### config.mk
export PLATFORM = sky130hd
export DESIGN_NAME = uart_reg_map_line_status
export DESIGN_NICKNAME = d
export VERILOG_FILES = /design/src/rtl/uart_regs_pkg.sv /design/src/rtl/tx_word_buffer.sv /design/src/rtl/uart_reg_map_line_status.sv
export SDC_FILE = /design/constraint.sdc
export NUM_CORES = 1
export LEC_CHECK = 0
export BUFFER_PORTS_ARGS = -buffer_cell sky130_fd_sc_hd__clkbuf_2
export CAP_MARGIN = 5
export CORE_ASPECT_RATIO = 0.8
export CORE_MARGIN = 2
export CORE_UTILIZATION = 58
export CTS_BUF_LIST = sky130_fd_sc_hd__clkbuf_8
export DETAILED_ROUTE_END_ITERATION = 8
export HOLD_SLACK_MARGIN = 0.1
export PLACE_DENSITY_LB_ADDON = 0.05
export SYNTH_ARGS = -nofsm -noshare
export SYNTH_HDL_FRONTEND = slang
export SYNTH_SLANG_ARGS = --single-unit
export TNS_END_PERCENT = 10
### constraint.sdc
create_clock -name core_clk -period 11.68 [get_ports core_clk]
set_clock_uncertainty 0.1 [all_clocks]
set_input_delay 0 -clock core_clk [delete_from_list [all_inputs] [get_ports core_clk]]
set_output_delay 0 -clock core_clk [all_outputs]
set_load 0.01 [all_outputs]
### src/rtl/uart_regs_pkg.sv
package uart_regs_pkg;

    // Register offsets on the three-bit address
    localparam logic [2:0] ADR_DATA  = 3'h0;
    localparam logic [2:0] ADR_MASK  = 3'h1;
    localparam logic [2:0] ADR_ISTAT = 3'h2;
    localparam logic [2:0] ADR_LCTRL = 3'h3;
    localparam logic [2:0] ADR_MCTRL = 3'h4;
    localparam logic [2:0] ADR_LSTAT = 3'h5;
    localparam logic [2:0] ADR_MSTAT = 3'h6;
    localparam logic [2:0] ADR_SCRAT = 3'h7;
    localparam logic [2:0] ADR_RESUME_CHAR_ONE  = 3'h4;
    localparam logic [2:0] ADR_RESUME_CHAR_TWO  = 3'h5;
    localparam logic [2:0] ADR_PAUSE_CHAR_ONE = 3'h6;
    localparam logic [2:0] ADR_PAUSE_CHAR_TWO = 3'h7;

    // Field positions and key values
    localparam logic [7:0] LCR_ENHANCED  = 8'hBF;
    localparam int         LCR_DIV_BIT   = 7;
    localparam int         EFR_EXT_BIT   = 4;
    localparam int         FEATURE_CONTROL_SWAP_BIT = 6;
    localparam int         EMSR_IMD_BIT  = 6;
    localparam logic [7:0] IER_BASE_MASK = 8'h0F;
    localparam logic [7:0] FCR_BASE_MASK = 8'hCF;
    localparam logic [7:0] MCR_BASE_MASK = 8'h1F;
    localparam logic [7:0] EFR_WR_MASK   = 8'h1F;
    localparam logic [7:0] DLD_WR_MASK   = 8'h0F;

    // Interrupt status codes
    localparam logic [3:0] ISC_NONE  = 4'h1;
    localparam logic [3:0] ISC_LINE  = 4'h6;
    localparam logic [3:0] ISC_RXRDY = 4'h4;
    localparam logic [3:0] ISC_TXRDY = 4'h2;
    localparam logic [3:0] ISC_MODEM = 4'h0;

    // Reset values
    localparam logic [7:0] RST_BYTE = 8'h00;
    localparam logic [7:0] RST_LCR  = 8'h00;
    localparam logic [7:0] RST_ISR  = 8'h01;
    localparam logic [1:0] RST_SYNC = 2'b00;
    localparam int         TX_BUF_DEPTH = 2;

    // Configuration handed to the serial side
    typedef struct packed {
        logic [7:0] lineCtrl;
        logic [7:0] modemCtrl;
        logic [7:0] divLow;
        logic [7:0] divHigh;
        logic [7:0] divFrac;
        logic [7:0] flowCtrl;
        logic [7:0] featureCtrl;
        logic [7:0] trigLevel;
        logic [7:0] fifoCtrl;
        logic [7:0] modeSelect;
        logic [7:0] resume1;
        logic [7:0] resume2;
        logic [7:0] pause1;
        logic [7:0] pause2;
    } line_cfg_t;

    // Receive side status from the receive FIFO
    typedef struct packed {
        logic [7:0] level;
        logic [7:0] headChar;
        logic [2:0] headErr;
        logic       anyErr;
        logic       overrun;
    } rx_stat_t;

endpackage : uart_regs_pkg

### src/rtl/tx_word_buffer.sv
`timescale 1ns/1ps
`default_nettype none
module tx_word_buffer
    import uart_regs_pkg::*;
#(
    parameter int WIDTH = 8,
    parameter int DEPTH = TX_BUF_DEPTH
) (
    // Clock and reset
    input  wire logic             core_clk,
    input  wire logic             rstSyncN,
    // Fill side
    input  wire logic             inValid,
    output logic                  inReady,
    input  wire logic [WIDTH-1:0] inData,
    // Drain side
    output logic                  outValid,
    input  wire logic             outReady,
    output logic      [WIDTH-1:0] outData,
    output logic                  isEmpty
);
    localparam int AW = (DEPTH > 1) ? $clog2(DEPTH) : 1;

    logic [WIDTH-1:0] store_r [DEPTH];
    logic [AW-1:0]    wrPtr_r;
    logic [AW-1:0]    rdPtr_r;
    logic [AW:0]      count_r;
    logic             doPush;
    logic             doPop;

    assign inReady  = (count_r != (AW+1)'(DEPTH));
    assign outValid = (count_r != '0);
    assign isEmpty  = (count_r == '0);
    assign outData  = store_r[rdPtr_r];
    assign doPush   = inValid && inReady;
    assign doPop    = outValid && outReady;

    function automatic logic [AW-1:0] nextPtr(input logic [AW-1:0] p);
        nextPtr = (p == AW'(DEPTH - 1)) ? '0 : AW'(p + 1'b1);
    endfunction

    always_ff @(posedge core_clk) begin
        if (doPush) begin
            store_r[wrPtr_r] <= inData;
        end
    end

    always_ff @(posedge core_clk or negedge rstSyncN) begin
        if (!rstSyncN) begin
            wrPtr_r <= '0;
            rdPtr_r <= '0;
            count_r <= '0;
        end else begin
            if (doPush) begin
                wrPtr_r <= nextPtr(wrPtr_r);
            end
            if (doPop) begin
                rdPtr_r <= nextPtr(rdPtr_r);
            end
            if (doPush && !doPop) begin
                count_r <= (AW+1)'(count_r + 1'b1);
            end else if (doPop && !doPush) begin
                count_r <= (AW+1)'(count_r - 1'b1);
            end
        end
    end
endmodule // tx_word_buffer
`default_nettype wire

### src/rtl/uart_reg_map_line_status.sv
//Contract
//RL1: Mask gates rx, tx empty, line and modem sources into status.
//RL2: FIFO mode with rx enable raises rx interrupt at trigger level.
//RL3: Status bits 2,3 and interrupt drop below trigger.
//RL4: Data-ready bit set when a character enters rx FIFO, cleared when empty.
//RL5: FIFOs on and mask bits 0-3 clear means polled mode.
//RL6: Overrun bit set on receive overrun.
//RL7: Bits 2-4 show errors of the character at the receive head.
//RL8: Bit 5 set when transmit holding or transmit FIFO is empty; code sets it only when the transmit buffer and transmit FIFO are both empty.
//RL9: Bit 6 set only when transmit FIFO and shift register are empty.
//RL10: Bit 7 set while any stored receive character carries an error.
//RL11: Extended bits and fraction divisor live only with extension bit.
//RL12: Line control bit 7 maps divisor bytes at addresses 0 and 1.
//RL13: Enhanced map only when line control holds 0xBF.
//RL14: Overrun interrupt at reception; error interrupt when bad character read out.
//RL15: Non-FIFO mode raises rx interrupt whenever holding register has a character.
//RL16: Host sets line control value before each access.
`timescale 1ns/1ps
`default_nettype none
module uart_reg_map_line_status
    import uart_regs_pkg::*;
#(
    parameter logic [7:0] REVISION  = 8'h01,
    parameter logic [7:0] DEVICE_ID = 8'h5A,
    parameter logic [7:0] RX_TRIG0  = 8'h01,
    parameter logic [7:0] RX_TRIG1  = 8'h04,
    parameter logic [7:0] RX_TRIG2  = 8'h08,
    parameter logic [7:0] RX_TRIG3  = 8'h0E
) (
    // Clock and reset
    input  wire logic      core_clk,
    input  wire logic      rst_n,
    // Host parallel bus pins
    input  wire logic      csN,
    input  wire logic      rdN,
    input  wire logic      wrN,
    input  wire logic [2:0] addr,
    input  wire logic [7:0] dataIn,
    output logic     [7:0] dataOut,
    output logic           dataOe,
    output logic           intOut,
    // Receive FIFO side
    input  wire rx_stat_t  rxStat,
    output logic           rxPop,
    output logic           rxFifoReset,
    // Transmit FIFO side
    output logic           txValid,
    input  wire logic      txReady,
    output logic     [7:0] txData,
    input  wire logic      txFifoEmpty,
    input  wire logic      tsrEmpty,
    output logic           txFifoReset,
    // Modem status
    input  wire logic [7:0] modemStat,
    output logic           modemStatRead,
    // Configuration
    output line_cfg_t      cfg
);
    // Id values above are arbitrary

    ////////////////////
    // Reset release and pin synchronisers
    logic [1:0]  rstSync_r;
    logic        rstSyncN;
    logic [13:0] pinMeta_r;
    logic [13:0] pinSync_r;
    logic        rdPrev_r;
    logic        wrPrev_r;
    logic        rdStart;
    logic        wrEnd;
    logic [2:0]  busAddr;
    logic [7:0]  busData;

    always_ff @(posedge core_clk or negedge rst_n) begin
        if (!rst_n) begin
            rstSync_r <= RST_SYNC;
        end else begin
            rstSync_r <= {rstSync_r[0], 1'b1};
        end
    end
    assign rstSyncN = rstSync_r[1];

    always_ff @(posedge core_clk or negedge rstSyncN) begin
        if (!rstSyncN) begin
            pinMeta_r <= 14'h3FFF;
            pinSync_r <= 14'h3FFF;
            rdPrev_r  <= 1'b1;
            wrPrev_r  <= 1'b1;
        end else begin
            pinMeta_r <= {csN, rdN, wrN, addr, dataIn};
            pinSync_r <= pinMeta_r;
            rdPrev_r  <= pinSync_r[12] | pinSync_r[13];
            wrPrev_r  <= pinSync_r[11] | pinSync_r[13];
        end
    end
    assign busAddr = pinSync_r[10:8];
    assign busData = pinSync_r[7:0];
    assign rdStart = rdPrev_r && !(pinSync_r[12] | pinSync_r[13]);
    assign wrEnd   = !wrPrev_r && pinSync_r[11];

    ////////////////////
    // Register bank
    logic [7:0] lcr_r;
    logic [7:0] ier_r;
    logic [7:0] fcr_r;
    logic [7:0] mcr_r;
    logic [7:0] spr_r;
    logic [7:0] emsr_r;
    logic [7:0] dll_r;
    logic [7:0] dlm_r;
    logic [7:0] dld_r;
    logic [7:0] efr_r;
    logic [7:0] feature_control_r;
    logic [7:0] trg_r;
    logic [7:0] xchr_r [4];
    logic       enhMap;
    logic       divMap;
    logic       extOn;
    logic       fifoOn;
    logic [7:0] extMask;

    assign enhMap  = (lcr_r == LCR_ENHANCED); // [RL13]
    assign divMap  = lcr_r[LCR_DIV_BIT] && !enhMap; // [RL12]
    assign extOn   = efr_r[EFR_EXT_BIT];
    assign extMask = extOn ? 8'hFF : 8'h00; // [RL11]
    assign fifoOn  = fcr_r[0];

    function automatic logic [7:0] merge(input logic [7:0] oldV, input logic [7:0] newV,
                                         input logic [7:0] wm);
        merge = (newV & wm) | (oldV & ~wm);
    endfunction

    logic       thrWrite;
    logic [7:0] thrWriteData;

    always_ff @(posedge core_clk or negedge rstSyncN) begin
        if (!rstSyncN) begin
            lcr_r       <= RST_LCR;
            ier_r       <= RST_BYTE;
            fcr_r       <= RST_BYTE;
            mcr_r       <= RST_BYTE;
            spr_r       <= RST_BYTE;
            emsr_r      <= RST_BYTE;
            dll_r       <= RST_BYTE;
            dlm_r       <= RST_BYTE;
            dld_r       <= RST_BYTE;
            efr_r       <= RST_BYTE;
            feature_control_r      <= RST_BYTE;
            trg_r       <= RST_BYTE;
            xchr_r      <= '{default: RST_BYTE};
            rxFifoReset <= 1'b0;
            txFifoReset <= 1'b0;
        end else begin
            rxFifoReset <= 1'b0;
            txFifoReset <= 1'b0;
            if (wrEnd) begin
                if (busAddr == ADR_LCTRL) begin
                    lcr_r <= busData;
                end else if (enhMap) begin // [RL13]
                    unique case (busAddr)
                        ADR_DATA:  trg_r  <= busData;
                        ADR_MASK:  feature_control_r <= busData;
                        ADR_ISTAT: efr_r  <= busData & EFR_WR_MASK;
                        ADR_RESUME_CHAR_ONE, ADR_RESUME_CHAR_TWO, ADR_PAUSE_CHAR_ONE, ADR_PAUSE_CHAR_TWO:
                            xchr_r[busAddr[1:0]] <= busData;
                        default: ;
                    endcase
                end else if (divMap && busAddr == ADR_DATA) begin      // [RL12]
                    dll_r <= busData;
                end else if (divMap && busAddr == ADR_MASK) begin      // [RL12]
                    dlm_r <= busData;
                end else if (divMap && busAddr == ADR_ISTAT) begin
                    dld_r <= merge(dld_r, busData, DLD_WR_MASK & extMask); // [RL11]
                end else begin
                    unique case (busAddr)
                        ADR_MASK:  ier_r <= merge(ier_r, busData,
                                                  IER_BASE_MASK | extMask); // [RL11]
                        ADR_ISTAT: begin
                            fcr_r[0] <= busData[0];
                            if (busData[0]) begin
                                fcr_r       <= merge(fcr_r, busData,
                                                     FCR_BASE_MASK | extMask); // [RL11]
                                rxFifoReset <= busData[1];
                                txFifoReset <= busData[2];
                            end
                        end
                        ADR_MCTRL: mcr_r <= merge(mcr_r, busData,
                                                  MCR_BASE_MASK | extMask); // [RL11]
                        ADR_SCRAT: begin
                            if (feature_control_r[FEATURE_CONTROL_SWAP_BIT]) begin
                                emsr_r <= busData;
                            end else begin
                                spr_r <= busData;
                            end
                        end
                        default: ;
                    endcase
                end
            end
        end
    end

    assign thrWrite     = wrEnd && !enhMap && !divMap && busAddr == ADR_DATA;
    assign thrWriteData = busData;

    ////////////////////
    // Transmit path buffer
    logic txBufReady;
    logic txBufEmpty;

    tx_word_buffer #(
        .WIDTH (8),
        .DEPTH (TX_BUF_DEPTH)
    ) u_txBuf (
        .core_clk (core_clk),
        .rstSyncN (rstSyncN),
        .inValid  (thrWrite),
        .inReady  (txBufReady),
        .inData   (thrWriteData),
        .outValid (txValid),
        .outReady (txReady),
        .outData  (txData),
        .isEmpty  (txBufEmpty)
    );

    ////////////////////
    // Line status
    logic       overrun_r;
    logic       lsrRead;
    logic       rhrRead;
    logic       rxHasData;
    logic       thrEmpty;
    logic [7:0] lsrView;
    logic [7:0] rxTrig;

    assign rxHasData = (rxStat.level != 8'h00); // [RL4]
    assign thrEmpty  = txFifoEmpty && txBufEmpty; // [RL8]
    assign lsrRead   = rdStart && !enhMap && busAddr == ADR_LSTAT;
    assign rhrRead   = rdStart && !enhMap && !divMap && busAddr == ADR_DATA;

    always_ff @(posedge core_clk or negedge rstSyncN) begin
        if (!rstSyncN) begin
            overrun_r <= 1'b0;
        end else if (rxStat.overrun) begin
            overrun_r <= 1'b1; // [RL6]
        end else if (lsrRead) begin
            overrun_r <= 1'b0;
        end
    end

    always_comb begin
        lsrView      = 8'h00;
        lsrView[0]   = rxHasData; // [RL4] [RL5]
        lsrView[1]   = overrun_r; // [RL6]
        lsrView[4:2] = rxHasData ? rxStat.headErr : 3'b000; // [RL7]
        lsrView[5]   = thrEmpty; // [RL8] [RL5]
        lsrView[6]   = thrEmpty && tsrEmpty; // [RL9]
        lsrView[7]   = rxStat.anyErr; // [RL10]
    end

    always_comb begin
        unique case (fcr_r[7:6])
            2'd0: rxTrig = RX_TRIG0;
            2'd1: rxTrig = RX_TRIG1;
            2'd2: rxTrig = RX_TRIG2;
            2'd3: rxTrig = RX_TRIG3;
        endcase
    end

    ////////////////////
    // Interrupt sources
    logic lineInt_r;
    logic txInt_r;
    logic txEmptyPrev_r;
    logic ierTxPrev_r;
    logic isrRead;
    logic rxSrc;
    logic lineSet;
    logic txSet;
    logic [3:0] isrCode;

    assign isrRead = rdStart && !enhMap && !divMap && busAddr == ADR_ISTAT;
    assign rxSrc   = ier_r[0] && (fifoOn ? (rxStat.level >= rxTrig)   // [RL2] [RL3]
                                         : rxHasData);                // [RL15]
    assign lineSet = rxStat.overrun                                   // [RL14]
                   || (rxHasData && rxStat.headErr != 3'b000
                       && (rhrRead || (emsr_r[EMSR_IMD_BIT] && extOn))); // [RL14]
    assign txSet   = (thrEmpty && !txEmptyPrev_r) || (ier_r[1] && !ierTxPrev_r && thrEmpty);

    always_ff @(posedge core_clk or negedge rstSyncN) begin
        if (!rstSyncN) begin
            lineInt_r <= 1'b0;
        end else if (lineSet) begin
            lineInt_r <= 1'b1;
        end else if (lsrRead) begin
            lineInt_r <= 1'b0;
        end
    end

    always_ff @(posedge core_clk or negedge rstSyncN) begin
        if (!rstSyncN) begin
            txInt_r       <= 1'b0;
            txEmptyPrev_r <= 1'b1;
            ierTxPrev_r   <= 1'b0;
        end else begin
            txEmptyPrev_r <= thrEmpty;
            ierTxPrev_r   <= ier_r[1];
            if (txSet) begin
                txInt_r <= 1'b1;
            end else if (isrRead || thrWrite) begin
                txInt_r <= 1'b0;
            end
        end
    end

    always_comb begin
        if (ier_r[2] && lineInt_r) begin // [RL1]
            isrCode = ISC_LINE;
        end else if (rxSrc) begin // [RL1] [RL3]
            isrCode = ISC_RXRDY;
        end else if (ier_r[1] && txInt_r) begin // [RL1]
            isrCode = ISC_TXRDY;
        end else if (ier_r[3] && modemStat[3:0] != 4'h0) begin // [RL1]
            isrCode = ISC_MODEM;
        end else begin
            isrCode = ISC_NONE; // [RL5]
        end
    end

    always_ff @(posedge core_clk or negedge rstSyncN) begin
        if (!rstSyncN) begin
            intOut <= 1'b0;
        end else begin
            intOut <= (isrCode != ISC_NONE); // [RL3]
        end
    end

    ////////////////////
    // Read path
    logic [7:0] readMux;
    logic       rdActive;

    assign rdActive = !(pinSync_r[12] | pinSync_r[13]);

    always_comb begin
        readMux = 8'h00;
        if (enhMap) begin // [RL13]
            unique case (busAddr)
                ADR_DATA:  readMux = rxStat.level;
                ADR_MASK:  readMux = feature_control_r;
                ADR_ISTAT: readMux = efr_r;
                ADR_LCTRL: readMux = lcr_r;
                ADR_RESUME_CHAR_ONE, ADR_RESUME_CHAR_TWO, ADR_PAUSE_CHAR_ONE, ADR_PAUSE_CHAR_TWO:
                    readMux = xchr_r[busAddr[1:0]];
            endcase
        end else if (divMap && busAddr == ADR_DATA) begin // [RL12]
            readMux = (dll_r == 8'h00 && dlm_r == 8'h00) ? REVISION : dll_r;
        end else if (divMap && busAddr == ADR_MASK) begin // [RL12]
            readMux = (dll_r == 8'h00 && dlm_r == 8'h00) ? DEVICE_ID : dlm_r;
        end else if (divMap && busAddr == ADR_ISTAT) begin
            readMux = dld_r & DLD_WR_MASK & extMask; // [RL11]
        end else begin
            unique case (busAddr)
                ADR_DATA:  readMux = rxStat.headChar;
                ADR_MASK:  readMux = ier_r & (IER_BASE_MASK | extMask);     // [RL11]
                ADR_ISTAT: readMux = {{2{fifoOn}}, 2'b00, isrCode};
                ADR_LCTRL: readMux = lcr_r;
                ADR_MCTRL: readMux = mcr_r & (MCR_BASE_MASK | extMask);     // [RL11]
                ADR_LSTAT: readMux = lsrView;
                ADR_MSTAT: readMux = modemStat;
                ADR_SCRAT: readMux = feature_control_r[FEATURE_CONTROL_SWAP_BIT] ? rxStat.level : spr_r;
            endcase
        end
    end

    always_ff @(posedge core_clk or negedge rstSyncN) begin
        if (!rstSyncN) begin
            dataOut       <= RST_BYTE;
            dataOe        <= 1'b0;
            rxPop         <= 1'b0;
            modemStatRead <= 1'b0;
        end else begin
            dataOe        <= rdActive;
            rxPop         <= rhrRead && rxHasData;
            modemStatRead <= rdStart && !enhMap && busAddr == ADR_MSTAT;
            if (rdStart) begin
                dataOut <= readMux;
            end
        end
    end

    ////////////////////
    // Configuration outputs, extended fields only while enabled
    always_ff @(posedge core_clk or negedge rstSyncN) begin
        if (!rstSyncN) begin
            cfg <= '0;
        end else begin
            cfg.lineCtrl    <= lcr_r;
            cfg.modemCtrl   <= mcr_r & (MCR_BASE_MASK | extMask); // [RL11]
            cfg.divLow      <= dll_r;
            cfg.divHigh     <= dlm_r;
            cfg.divFrac     <= dld_r & DLD_WR_MASK & extMask; // [RL11]
            cfg.flowCtrl    <= efr_r;
            cfg.featureCtrl <= feature_control_r;
            cfg.trigLevel   <= trg_r;
            cfg.fifoCtrl    <= fcr_r & (FCR_BASE_MASK | extMask); // [RL11]
            cfg.modeSelect  <= emsr_r;
            cfg.resume1     <= xchr_r[0];
            cfg.resume2     <= xchr_r[1];
            cfg.pause1      <= xchr_r[2];
            cfg.pause2      <= xchr_r[3];
        end
    end

    logic unusedBufReady;
    assign unusedBufReady = txBufReady;
endmodule // uart_reg_map_line_status
`default_nettype wire

==> results.tsv <==
stage	metric	value	unit
outcome	outcome	completed	
flow_run	Max-cap violations	0	
routing	DR DRC count	0	
power_and_ir_drop	Pleak	6.78	nW
setup_path	Startpoint Class	flip-flop	
power_and_ir_drop	Int Pwr	0.00169	W
global_route	GRT met2 Usage	44.4	%
logic_synthesis	synth unique cells	74	
clock_tree	clk buf depth	3	
setup_path	critical path's slowest cell	nor3_2	
timing	fin. max-slew vios	0	
power_and_ir_drop	Switching Power	0.000589	W
placement	Placement Setup Slack	8450	ps
routing	ANT nets after route	0	
global_route	GRT Total Usage	30.0	%
die	die height	129	um
placement	Placer Congestion	0.943	
die	Initial Util	59.6	%
cells_and_area	Core Util, Final	72.8	%
clock_tree	setup bufs post-CTS	0	
routing	total wire length	30.1	mm
logic_synthesis	ys flop type	dfrtp_1	
timing	Setup Viol. Count Final	0	
die	num ports	183	
logic_synthesis	EDFF count, synth	16	
clock_tree	hold-fix buffer count after cts	58	
cells_and_area	Nets	1120	
logic_synthesis	Syn Area/Cell	13.9	um^2
cells_and_area	multi-input combinational cell area	3600	um^2
power_and_ir_drop	peak supply drop	107	uV
timing	Worst slew margin	32.2	%
logic_synthesis	area leader, netlist	dfrtp_1	
routing	Routed WL per cell	22.2	um
setup_path	Buffers & Inverters on Critical Path	4	
hold_path	worst min path class	in -> reg	
logic_synthesis	asr flop ratio synth	94.6	%
die	die area	20800	um^2
setup_path	CP max FO	54	
global_route	vias in the first global route	7676	
die	CORE AREA	19100	um^2
setup_path	cells along the critical path	buf_4 -> inv_1 -> nor3_2 -> a221o_1 -> a221oi_1 -> dlygate4sd3_1 -> o21ai_1 -> dlygate4sd3_1	
setup_path	Critical Path End Type	flip-flop	
global_route	Congestion Overflow GR	0	
timing	Final WS setup	7710	ps
clock_tree	clock sinks	297	
placement	number of port buffers	175	
logic_synthesis	sequential share of the synthesized area	66.2	%
die	num rows	45	
cells_and_area	layout cell share with drive strength beyond 1	38.7	%
power_and_ir_drop	Sw Share	25.9	%
setup_path	arrival time at the worst endpoint	4350	ps
cells_and_area	Area Overhead vs Synth	22.3	%
global_route	global-route met1 utilization	45.4	%
timing	Worst Tran Pin Value	1010	ps
power_and_ir_drop	PwrDens	163	nW/um^2
timing	Final Critical Period	3970	ps
timing	final worst-path cycle share	34.0	%
clock_tree	clk slew on worst S/H paths	70	ps
global_route	largest net degree at the start of global routing	80	
clock_tree	clk root buf	clkbuf_8	
power_and_ir_drop	Flop pwr share	52.0	%
global_route	met3 Use GR	7.04	%
timing	setup TNS	0	ps
setup_path	largest delay contributor family on the critical path	buffers and inverters	
power_and_ir_drop	combinational fraction of design power	10.5	%
routing	Initial DRT Pass Iterations	5	
clock_tree	CTS Buf Count	42	
placement	Placement Cell Area	12400	um^2
timing	Fmax achieved	252	MHz
cells_and_area	Filler cells	1343	
power_and_ir_drop	PnR Total Power	0.00227	W
cells_and_area	finished layout cell area	13900	um^2
logic_synthesis	Synth Cell Area	11400	um^2
routing	Iter 0 DRT Violations	716	
setup_path	crit-path max cell delay	660	ps
timing	unrepaired setup endpoints after global routing	false	
timing	Fin. Hold Viols	0	
global_route	first-pass GRT wire length	46.3	mm
global_route	most crowded layer after global routing	met1	
routing	drt via density	5.67	
cells_and_area	diode count	0	
clock_tree	post-CTS sizing	0	
clock_tree	CTS tree	built	
logic_synthesis	Synth Warn #	0	
logic_synthesis	synthesis-stage register bit count	297	
setup_path	critical path's most frequent cell	dlygate4sd3_1	
global_route	initial antenna violation count	0	
clock_tree	clock latency on the worst-skew pair	550	ps
logic_synthesis	top cells by area, synth	dfrtp_1 (55%), mux2_2 (12%), dfstp_2 (7.1%)	
die	die width	161	um
routing	via count	7704	
placement	DPL Wire Length	19.9	mm
power_and_ir_drop	Clk pwr share	37.5	%
setup_path	crit path kind	reg -> reg	
setup_path	CP required	12060	ps
cells_and_area	sequential cell area	7550	um^2
logic_synthesis	Synth top area share	54.9	%
logic_synthesis	Synth Instances	822	
clock_tree	H-tree Lvls	2	
-- sequential cells by signal, summed over array words and instances (netlist names), 14 cells and up, named ones only --
signal           count
cfg                105
u_txBuf.store_r     16
pinMeta_r           14
xchr_r              32
pinSync_r           14
-- cells in the final DEF, fill, tap and decap left out, types with 6 or more instances in the layout --
master	instances
clkbuf_2	175
dfrtp_1	249
mux4_2	10
mux2i_1	11
inv_1	27
dfstp_2	31
dlygate4sd3_1	58
clkbuf_8	55
nor3_1	7
edfxtp_1	16
nand2_1	74
and2_1	11
nor4_1	6
a21oi_1	22
mux2_2	117
nor2_1	35
o21ai_0	51
conb_1	8
nand3_1	11
-- final cells by class --
| type | count | area share (%) |
|---|---|---|
| flip-flops and latches | 297 | 54.2 |
| multi-input cells | 473 | 25.8 |
| repair buffers | 238 | 10.7 |
| inverters | 15 | 0.404 |
| well taps | 258 | 2.32 |
| clock inverters | 22 | 1.13 |
| clock buffers | 55 | 5.43 |
-- worst min-delay path, cell delays in order --
cell           delay, ps
dlygate4sd3_1        530
clkbuf_2             140
a21o_1                80
-- power groups by stage --
stage / clock [W] / sequential (W) / combinational (W)
2_1_floorplan: 0 / 0.00118 / 0.000132
3_3_place_gp: 0 / 0.00120 / 0.000213
3_5_place_dp: 0 / 0.00120 / 0.000216
4_1_cts: 0.000868 / 0.00118 / 0.000238
5_1_grt: 0.000921 / 0.00119 / 0.000264
6_report: 0.000852 / 0.00118 / 0.000240
-- synthesized netlist by cell type, drive strengths merged (7+ instances only) --
cell	instances
dfrtp	250
mux2	117
nand2	75
o21ai	53
nor2	40
dfstp	31
buf	23
a21oi	22
clkbuf	20
edfxtp	16
inv	15
and2	13
nor3	13
nand3	12
mux2i	11
mux4	10
nor4	7
-- layer usage --
| layer | vias to the layer above | share of wire (%) |
|---|---|---|
| met5 | - | 0 |
| met4 | 0 | 2.2 |
| met3 | 50 | 8.3 |
| met2 | 340 | 44 |
| met1 | 3919 | 46 |
| li1 | 3395 | - |
-- final timing paths --
kind | start | end | slack [ps] | depth (start not counted)
setup reg to reg | pinSync_r[8]$_DFF_PN1_ | dataOut[5]$_DFFE_PN0P_ | 7710 | 8
min in group asynchronous | rst_n | rstSync_r[1]$_DFF_PN0_ | 210 | 3
hold / removal | rxStat[0] | overrun_r$_DFFE_PN0P_ | 140 | 3
hold reg to reg | pinMeta_r[0]$_DFF_PN1_ | pinSync_r[0]$_DFF_PN1_ | 250 | 0
setup / recovery | pinSync_r[8]$_DFF_PN1_ | dataOut[5]$_DFFE_PN0P_ | 7710 | 8
max in group asynchronous | rstSync_r[1]$_DFF_PN0_ | cfg[32]$_DFF_PN0_ | 8770 | 2
-- cell families (layout without fill, tap and decap cells) --
kind of cell	Yosys count	in the layout	synth area share [%]
multiplexers	138	138	14.5
other	2	8	0.0659
AO/OA/AOI/OAI	127	127	7.08
buffers and inverters	58	330	2.41
XOR/XNOR	6	6	0.461
AND/OR/NAND/NOR	189	189	8.71
flip-flops	297	297	66.2
adder cells (fa/ha/maj)	5	5	0.549
-- stage by stage --
step                hold WS [ps]  std cells
floorplan                   -396        828
global placement            -312       1223
detailed placement          -313       1223
CTS                          108       1358
global route                 154       1358
finish                       144       1358
(Power assumes the default switching activity.)
